File: src/rtl/dcf_pkg.sv
// Shared constants and types for the converter code format and board init block
package dcf_pkg;

  // ----------------------------------------------------------------
  // Widths and counts
  // ----------------------------------------------------------------
  localparam int CODE_W = 12;
  localparam int WORD_W = 16;
  localparam int CFG_W = 16;
  localparam int NUM_CHAN = 10;
  localparam int CHAN_IDX_W = 4;
  localparam int DIO_W = 8;
  localparam int SIGN_W = WORD_W - CODE_W;
  localparam int CODE_MSB = CODE_W - 1;

  // ----------------------------------------------------------------
  // Reset values
  // ----------------------------------------------------------------
  localparam logic [CODE_W-1:0] MID_CODE = 12'h800;
  localparam logic [CFG_W-1:0] CFG_RESET = 16'h0000;
  localparam logic [WORD_W-1:0] WORD_RESET = 16'h0000;
  localparam logic [1:0] CNT_OUT_IDLE = 2'b11;
  localparam logic [CFG_W-1:0] CNT_LOAD_RESET = 16'h0000;

  // ----------------------------------------------------------------
  // Field positions inside the configuration registers
  // ----------------------------------------------------------------
  localparam int PRI_DMA_EN_BIT = 0;
  localparam int PRI_IRQ_LSB = 1;
  localparam int PRI_IRQ_W = 3;
  localparam int OUT_FMT_LSB = 0;
  localparam int OUT_CAL_EN_BIT = 8;
  localparam int SCAN_DIO_DIR_BIT = 7;
  localparam int SCAN_DIO_LSB = 8;

  // ----------------------------------------------------------------
  // Host register selects
  // ----------------------------------------------------------------
  typedef enum logic [3:0] {
    SEL_PRIMARY = 4'h0,
    SEL_OUTPUT = 4'h1,
    SEL_SCAN = 4'h2,
    SEL_CNT_CMD = 4'h3,
    SEL_CNT_ONE = 4'h4,
    SEL_FIFO_CLR = 4'h5,
    SEL_IRQ1_CLR = 4'h6,
    SEL_IRQ2_CLR = 4'h7,
    SEL_TC_CLR = 4'h8
  } dcf_host_sel_t;

  typedef struct packed {
    logic [CFG_W-1:0] primary;
    logic [CFG_W-1:0] outputs;
    logic [CFG_W-1:0] scan;
  } dcf_cfg_t;

endpackage : dcf_pkg

File: src/rtl/dcf_code_fmt.sv
// Channel code formatter: converter code and data word, sign-extended in two's complement and zero-extended in straight binary
`timescale 1ns/100ps
module dcf_code_fmt (
  input wire logic [dcf_pkg::WORD_W-1:0] dataIn,
  input wire logic straightBin,
  output logic [dcf_pkg::CODE_W-1:0] convCode,
  output logic [dcf_pkg::WORD_W-1:0] dataWord
);
  import dcf_pkg::*;

  wire logic [CODE_W-1:0] code = dataIn[CODE_W-1:0];
  wire logic codeMsb = code[CODE_MSB];

  // ----------------------------------------------------------------
  // Converter code
  // ----------------------------------------------------------------
  // signed to offset
  // Flipping the top bit maps -2048..2047 onto 0..4095, so zero lands at mid-scale
  assign convCode = straightBin ? code : {~codeMsb, code[CODE_MSB-1:0]};

  // ----------------------------------------------------------------
  // Data word
  // ----------------------------------------------------------------
  // sign extension bits
  assign dataWord = straightBin ? {{SIGN_W{1'b0}}, code} : {{SIGN_W{codeMsb}}, code};

endmodule : dcf_code_fmt

File: src/rtl/dcf_board_ctrl.sv
// Converter channel code formatting, configuration registers and board init state
`timescale 1ns/100ps
module dcf_board_ctrl #(
  parameter int NUM_CHAN = dcf_pkg::NUM_CHAN,
  parameter int FIFO_DEPTH = 1024
) (
  input wire logic core_clk,
  input wire logic reset,
  input wire logic hostWrEn,
  input wire logic hostRdEn,
  input wire dcf_pkg::dcf_host_sel_t hostSel,
  input wire logic [dcf_pkg::CFG_W-1:0] hostData,
  input wire logic chanWrEn,
  input wire logic [dcf_pkg::CHAN_IDX_W-1:0] chanIdx,
  input wire logic [dcf_pkg::WORD_W-1:0] chanData,
  input wire logic fifoPush,
  input wire logic fifoPop,
  input wire logic [dcf_pkg::DIO_W-1:0] dioIn,
  output dcf_pkg::dcf_cfg_t cfgState,
  output logic [NUM_CHAN-1:0][dcf_pkg::CODE_W-1:0] convCode,
  output logic [dcf_pkg::WORD_W-1:0] lastWord,
  output logic fifoEmpty,
  output logic fifoFull,
  output logic dmaEn,
  output logic [dcf_pkg::PRI_IRQ_W-1:0] irqEn,
  output logic calEn,
  output logic [dcf_pkg::DIO_W-1:0] dioOut,
  output logic [dcf_pkg::DIO_W-1:0] dioOe_n,
  output logic [dcf_pkg::DIO_W-1:0] dioSync,
  output logic [1:0] counterOut,
  output logic [dcf_pkg::CFG_W-1:0] counterOneLoad
);
  import dcf_pkg::*;

  localparam int FIFO_CNT_W = $clog2(FIFO_DEPTH + 1);
  localparam logic [FIFO_CNT_W-1:0] FIFO_FULL_CNT = FIFO_CNT_W'(FIFO_DEPTH);
  localparam logic [FIFO_CNT_W-1:0] FIFO_ONE = FIFO_CNT_W'(1);

  // ----------------------------------------------------------------
  // Host decode
  // ----------------------------------------------------------------
  function automatic logic hostWrites(input logic en, input dcf_host_sel_t sel,
                                      input dcf_host_sel_t target);
    hostWrites = en && (sel == target);
  endfunction : hostWrites

  wire logic wrPrimary = hostWrites(hostWrEn, hostSel, SEL_PRIMARY);
  wire logic wrOutput = hostWrites(hostWrEn, hostSel, SEL_OUTPUT);
  wire logic wrScan = hostWrites(hostWrEn, hostSel, SEL_SCAN);
  wire logic wrCntCmd = hostWrites(hostWrEn, hostSel, SEL_CNT_CMD);
  wire logic wrCntOne = hostWrites(hostWrEn, hostSel, SEL_CNT_ONE);
  wire logic rdFifoClr = hostWrites(hostRdEn, hostSel, SEL_FIFO_CLR);

  // ----------------------------------------------------------------
  // Configuration registers
  // ----------------------------------------------------------------
  // whole-word write
  // No read path exists, so software must keep its own copy of each word
  // power-up clear
  always_ff @(posedge core_clk or posedge reset) begin
    if (reset) begin
      cfgState <= '{primary: CFG_RESET, outputs: CFG_RESET, scan: CFG_RESET};
    end else begin
      if (wrPrimary) begin
        cfgState.primary <= hostData;
      end
      if (wrOutput) begin
        cfgState.outputs <= hostData;
      end
      if (wrScan) begin
        cfgState.scan <= hostData;
      end
    end
  end

  assign dmaEn = cfgState.primary[PRI_DMA_EN_BIT];
  assign irqEn = cfgState.primary[PRI_IRQ_LSB +: PRI_IRQ_W];
  assign calEn = cfgState.outputs[OUT_CAL_EN_BIT];
  assign dioOut = cfgState.scan[SCAN_DIO_LSB +: DIO_W];
  assign dioOe_n = {DIO_W{~cfgState.scan[SCAN_DIO_DIR_BIT]}};

  // ----------------------------------------------------------------
  // Digital input synchroniser
  // ----------------------------------------------------------------
  logic [DIO_W-1:0] dioMeta;

  always_ff @(posedge core_clk or posedge reset) begin
    if (reset) begin
      dioMeta <= '0;
      dioSync <= '0;
    end else begin
      dioMeta <= dioIn;
      dioSync <= dioMeta;
    end
  end

  // ----------------------------------------------------------------
  // Counter outputs
  // ----------------------------------------------------------------
  // Counters themselves sit outside; a mode write parks the outputs high
  // counter outputs idle high
  always_ff @(posedge core_clk or posedge reset) begin
    if (reset) begin
      counterOut <= CNT_OUT_IDLE;
      counterOneLoad <= CNT_LOAD_RESET;
    end else begin
      if (wrCntCmd) begin
        counterOut <= CNT_OUT_IDLE;
      end
      if (wrCntOne) begin
        counterOneLoad <= hostData;
      end
    end
  end

  // ----------------------------------------------------------------
  // FIFO occupancy
  // ----------------------------------------------------------------
  logic [FIFO_CNT_W-1:0] fifoCount;
  wire logic doPush = fifoPush && !fifoFull;
  wire logic doPop = fifoPop && !fifoEmpty;

  assign fifoEmpty = (fifoCount == '0);
  assign fifoFull = (fifoCount == FIFO_FULL_CNT);

  // read clears FIFO
  // Clear wins over a push in the same cycle so the FIFO is truly empty after
  always_ff @(posedge core_clk or posedge reset) begin
    if (reset) begin
      fifoCount <= '0;
    end else if (rdFifoClr) begin
      fifoCount <= '0;
    end else if (doPush && !doPop) begin
      fifoCount <= fifoCount + FIFO_ONE;
    end else if (doPop && !doPush) begin
      fifoCount <= fifoCount - FIFO_ONE;
    end
  end

  // ----------------------------------------------------------------
  // Channel codes
  // ----------------------------------------------------------------
  // Each format bit covers a pair of channels
  wire logic [CHAN_IDX_W-1:0] pairIdx = chanIdx >> 1;
  wire logic straightBin = cfgState.outputs[OUT_FMT_LSB + int'(pairIdx)];
  wire logic [CODE_W-1:0] fmtCode;
  wire logic [WORD_W-1:0] fmtWord;

  dcf_code_fmt u_fmt (
    .dataIn(chanData),
    .straightBin(straightBin),
    .convCode(fmtCode),
    .dataWord(fmtWord)
  );

  genvar ch;
  generate
    for (ch = 0; ch < NUM_CHAN; ch++) begin : g_chan
      wire logic hit = chanWrEn && (chanIdx == CHAN_IDX_W'(ch));
      always_ff @(posedge core_clk or posedge reset) begin
        if (reset) begin
          convCode[ch] <= MID_CODE;
        end else if (hit) begin
          convCode[ch] <= fmtCode;
        end
      end

      // Checked per channel so every two's complement write is covered
      twos_offset_a: assert property (@(posedge core_clk) disable iff (reset)
        hit && !straightBin |=> convCode[ch] == ($past(chanData[CODE_W-1:0]) ^ MID_CODE))
        else $error("signed code not mapped to offset code");
    end
  endgenerate

  always_ff @(posedge core_clk or posedge reset) begin
    if (reset) begin
      lastWord <= WORD_RESET;
    end else if (chanWrEn) begin
      lastWord <= fmtWord;
    end
  end

  // ----------------------------------------------------------------
  // Checks
  // ----------------------------------------------------------------
  logic anyChanWrite;

  always_ff @(posedge core_clk or posedge reset) begin
    if (reset) begin
      anyChanWrite <= 1'b0;
    end else if (chanWrEn) begin
      anyChanWrite <= 1'b1;
    end
  end

  mid_scale_a: assert property (@(posedge core_clk) disable iff (reset)
    !anyChanWrite |-> convCode[0] == MID_CODE)
    else $error("channel left mid-scale before any write");

  whole_word_a: assert property (@(posedge core_clk) disable iff (reset)
    wrPrimary |=> cfgState.primary == $past(hostData))
    else $error("primary config not updated as a whole word");

  fifo_clear_a: assert property (@(posedge core_clk) disable iff (reset)
    rdFifoClr |=> fifoEmpty && !fifoFull)
    else $error("FIFO not empty after clear read");

  sign_ext_a: assert property (@(posedge core_clk) disable iff (reset)
    chanWrEn && !straightBin |=> lastWord[WORD_W-1:CODE_W] == {SIGN_W{$past(chanData[CODE_MSB])}})
    else $error("sign bits do not follow code msb");

  straight_zero_a: assert property (@(posedge core_clk) disable iff (reset)
    chanWrEn && straightBin |=> lastWord == {{SIGN_W{1'b0}}, $past(chanData[CODE_W-1:0])})
    else $error("straight binary word not zero extended");

  // A scan write right after the release may legally turn the drivers back on
  dio_release_a: assert property (@(posedge core_clk) disable iff (reset)
    wrScan && !hostData[SCAN_DIO_DIR_BIT] |=> dioOe_n == {DIO_W{1'b1}}
      ##1 ($past(wrScan) || dioOe_n == {DIO_W{1'b1}}))
    else $error("digital lines driven after direction cleared");

  counter_high_a: assert property (@(posedge core_clk) disable iff (reset)
    wrCntCmd |=> counterOut == CNT_OUT_IDLE)
    else $error("counter outputs not high after mode write");

  irq_off_a: assert property (@(posedge core_clk) disable iff (reset)
    wrPrimary && hostData == CFG_RESET |=> irqEn == '0 && !dmaEn)
    else $error("interrupts or DMA enabled after clearing primary config");

  cal_off_a: assert property (@(posedge core_clk) disable iff (reset)
    wrOutput && !hostData[OUT_CAL_EN_BIT] ##1 !wrOutput |=> !calEn)
    else $error("calibration enabled after being cleared");

endmodule : dcf_board_ctrl

File: config.mk
export PLATFORM = sky130hd
export DESIGN_NAME = dcf_board_ctrl
export DESIGN_NICKNAME = d
export VERILOG_FILES = /design/src/rtl/dcf_pkg.sv /design/src/rtl/dcf_code_fmt.sv /design/src/rtl/dcf_board_ctrl.sv
export SDC_FILE = /design/constraint.sdc
export NUM_CORES = 1
export LEC_CHECK = 0
export ABC_AREA = 1
export BUFFER_PORTS_ARGS = -buffer_cell sky130_fd_sc_hd__buf_2
export CAP_MARGIN = 20
export CELL_PAD_IN_SITES_DETAIL_PLACEMENT = 0
export CELL_PAD_IN_SITES_GLOBAL_PLACEMENT = 1
export CORE_MARGIN = 2
export CORE_UTILIZATION = 38
export DETAILED_ROUTE_END_ITERATION = 8
export PLACE_DENSITY_LB_ADDON = 0.15
export SYNTH_ARGS = -nofsm -noshare
export SYNTH_HDL_FRONTEND = slang
export SYNTH_HIERARCHICAL = 1
export SYNTH_SLANG_ARGS = --single-unit
export TNS_END_PERCENT = 10
File: constraint.sdc
create_clock -name core_clk -period 9.38 [get_ports core_clk]
set_clock_uncertainty 0.2 [all_clocks]
set_input_delay 0.938 -clock core_clk [delete_from_list [all_inputs] [get_ports core_clk]]
set_output_delay 0.938 -clock core_clk [all_outputs]
set_load 0.05 [all_outputs]
==> impl_metrics.py <==
metrics = {
    "clocking": {
        "cts_resized": 0,
        "numClockSinks": 227,
        "hold_buffers": 0,
        "clk_latency_ps": 520,
        "htree_levels": 1,
        "clk_path_buf_depth": 3,
        "postCtsSetupRepairBufs": 0,
        "path_clk_slew_ps": 60,
        "cts_buffers": 26,
        "ctsRootBufferMaster": "clkbuf_16",
        "tritoncts": "done",
    },
    "routing": {
        "remaining_drc_errors": 0,
        "drt_iter0_markers": 455,
        "first_pass_iters": 6,
        "avgViaCountPerCell": 4.66,
        "dr_total_vias": 7069,
        "wire_per_inst_um": 16.9,
        "drt-total-wl_um": 25700,
        "drt.antenna.violating_nets": 0,
    },
    "layout": {
        "seq_area_um2": 5690,
        "drive_gt1_share_pct": 29.5,
        "final_cell_area_um2": 11300,
        "nets": 1245,
        "finalNonFillerCells": 1517,
        "area_growth_pct": 24.6,
        "multi_input_area_um2": 2680,
        "n_antenna_cell": 0,
        "fillCellCount": 2332,
        "fin_util_pct": 48.2,
    },
    "logic_synthesis": {
        "yosysTopAreaCell": "dfrtp_1",
        "yosysWarnings": 6,
        "synth-seq-cells": 227,
        "yosysSeqAreaShare_pct": 62.7,
        "yosysUniqueCellTypes": 32,
        "syn-mean-instance-area_um2": 9.60,
        "netlist.area_leader.share_pct": 59.8,
        "synth_cells": 946,
        "ys_async_sr_fraction_pct": 100,
        "synthFlopType": "dfrtp_1",
        "syn_area_um2": 9080,
        "synth_edf_count": 0,
        "synth_area_leaders": "dfrtp_1, nand2_1, o21ai_0, buf_4, dfstp_2",
    },
    "worst_setup_path": {
        "crit_required_ps": 9700,
        "end_kind": "asynchronous set/reset pin",
        "crit_type": "in2async",
        "cpMaxStageDelayCell": "buf_4",
        "path_max_fanout": 83,
        "startpoint_type": "primary input",
        "path_cells": "buf_2 -> inv_8 -> buf_4 -> buf_4",
        "r2r-end": "fifoCount[8]$_DFFE_PP0P_",
        "worst_r2r_path_depth": 13,
        "crit_top_cell": "buf_4",
        "crit_start": "reset",
        "r2r_start": "fifoCount[6]$_DFFE_PP0P_",
        "r2r_slack_ps": 6620,
        "arrival_ps": 3300,
        "crit_path_max_incr_delay_ps": 840,
    },
    "timing": {
        "tightest_slew_ps": 921,
        "max_slew_margin_pct": 38.6,
        "rsz0062_at_grt": "false",
        "fin_ws_ps": 6390,
        "min_period_over_period_pct": 31.8,
        "final-hold-violation-count": 0,
        "fmax_ghz": 0.335,
        "timing.setup.tns_ps": 0,
        "hold_ws_ps": 142,
        "drv_slew": 0,
        "min_period_ps": 2990,
        "setup_viol": 0,
    },
    "die": {
        "coreArea_um2": 23500,
        "die_w_um": 159,
        "fp-row-count": 56,
        "die_y_um": 159,
        "design.die.area_um2": 25200,
        "start_util_pct": 38.7,
        "io_pins": 288,
    },
    "flow_run": {
        "cap_violations": 0,
    },
    "place": {
        "dpl_cell_area_um2": 10400,
        "dp_slack_ps": 5700,
        "post-dp-hpwl_um": 17600,
        "finalWeightedCongestion": 0.792,
        "placedCellCount": 1467,
        "portBuffers": 281,
    },
    "outcome": {
        "status": "finished, final reports clean",
    },
    "power_and_ir_drop": {
        "powerDensity_nw_per_um2": 326,
        "finalPower_mw": 3.69,
        "leakage_nw": 6.11,
        "ir_drop_mv": 0.203,
    },
    "hold_path": {
        "hold_path_depth": 0,
        "min_from": "dioMeta[1]$_DFF_PP0_",
        "whs_endpoint": "dioSync[1]$_DFF_PP0_",
        "hold_class": "reg2reg",
    },
    "grt": {
        "grt_start_max_net_pins": 84,
        "grt_pass1_vias": 6752,
        "antenna_found_initial": 3,
        "groute.usage.overall_pct": 20.3,
        "grt-ovfl-total": 0,
        "grt_pass1_wl_um": 39400,
    },
}
==> layout make-up <==
class                   instances  share of cell area (%)
clock buffers                  43                    7.12
multi-input cells             581                    23.7
clock inverters                 5                   0.442
flip-flops and latches        227                    50.3
repair buffers                287                    13.0
inverters                      55                    1.89
well taps                     319                    3.53
==> state kept, by name, indices dropped and copies added, names as in the netlist <==
name and cells:
calEn 1, dioMeta 8, cfgState 47, dioSync 8, fifoCount 11, lastWord 16
convCode 120, counterOneLoad 16
==> worst max-delay path by stage <==
stage / end / slack, ps / depth (start not counted)
floorplan: calEn$_DFFE_PP0P_ / 2040 / 1
global placement: convCode[54]$_DFFE_PP0P_ / 5680 / 4
detailed placement: convCode[50]$_DFFE_PP0P_ / 5700 / 4
CTS: convCode[55]$_DFFE_PP0P_ / 6250 / 4
global route: convCode[16]$_DFFE_PP0P_ / 5960 / 4
finish: convCode[21]$_DFFE_PP0P_ / 6390 / 4
==> per-layer routing <==
layer	wire (um)	GRT usage [%]
met5	13	0
met1	11400	28.2
met4	340	3.82
met2	11900	32.2
met3	1930	5.82
==> cell usage in the layout, fill, tap and decap left out, types with 3 or more instances in the layout <==
cell type	netlist	routed
ha_1	11	11
nand2_4	3	3
a21oi_1	7	7
buf_4	48	3
dfrtp_1	217	217
xor2_1	4	4
clkbuf_1	32	9
inv_2	4	4
dfstp_2	10	10
o21ai_1	12	12
nand2_1	290	290
nor2_1	27	27
buf_2	2	281
clkinv_2	0	4
nand2_2	3	3
clkbuf_8	0	7
o21ai_0	184	184
inv_1	51	50
clkbuf_16	0	27
nand3_1	23	23
buf_8	0	3
==> power by group <==
part	switching, mW	internal, mW	leakage (nW)
sequential	0.123	1.19	2.83
combinational	1.08	0.301	2.85
clock	0.394	0.610	0.423
==> cells in the mapped netlist (2+ instances only) <==
cell      count
a21oi_1       7
buf_2         2
buf_4        48
clkbuf_1     32
dfrtp_1     217
dfstp_2      10
ha_1         11
inv_1        51
inv_2         4
nand2_1     290
nand2_2       3
nand2_4       3
nand3_1      23
nor2_1       27
nor2_4        2
nor3_1        2
nor3_2        2
o21ai_0     184
o21ai_1      12
xor2_1        4
==> worst max-delay path: cells and delay by family <==
kind                   cells  cell delay (ps)
buffers and inverters      4             2180
==> cell families (layout without fill, tap and decap cells) <==
group | Yosys count | after routing | synth area share [%]
other cells | 1 | 2 | 0.0413
fa+ha+maj | 12 | 12 | 1.74
compound gates | 209 | 209 | 11.7
simple gates | 354 | 354 | 15.7
flops | 227 | 227 | 62.7
buf+inv | 139 | 390 | 7.84
xor+xnor | 4 | 4 | 0.386
Note: power is estimated with default switching activity, not from simulation.
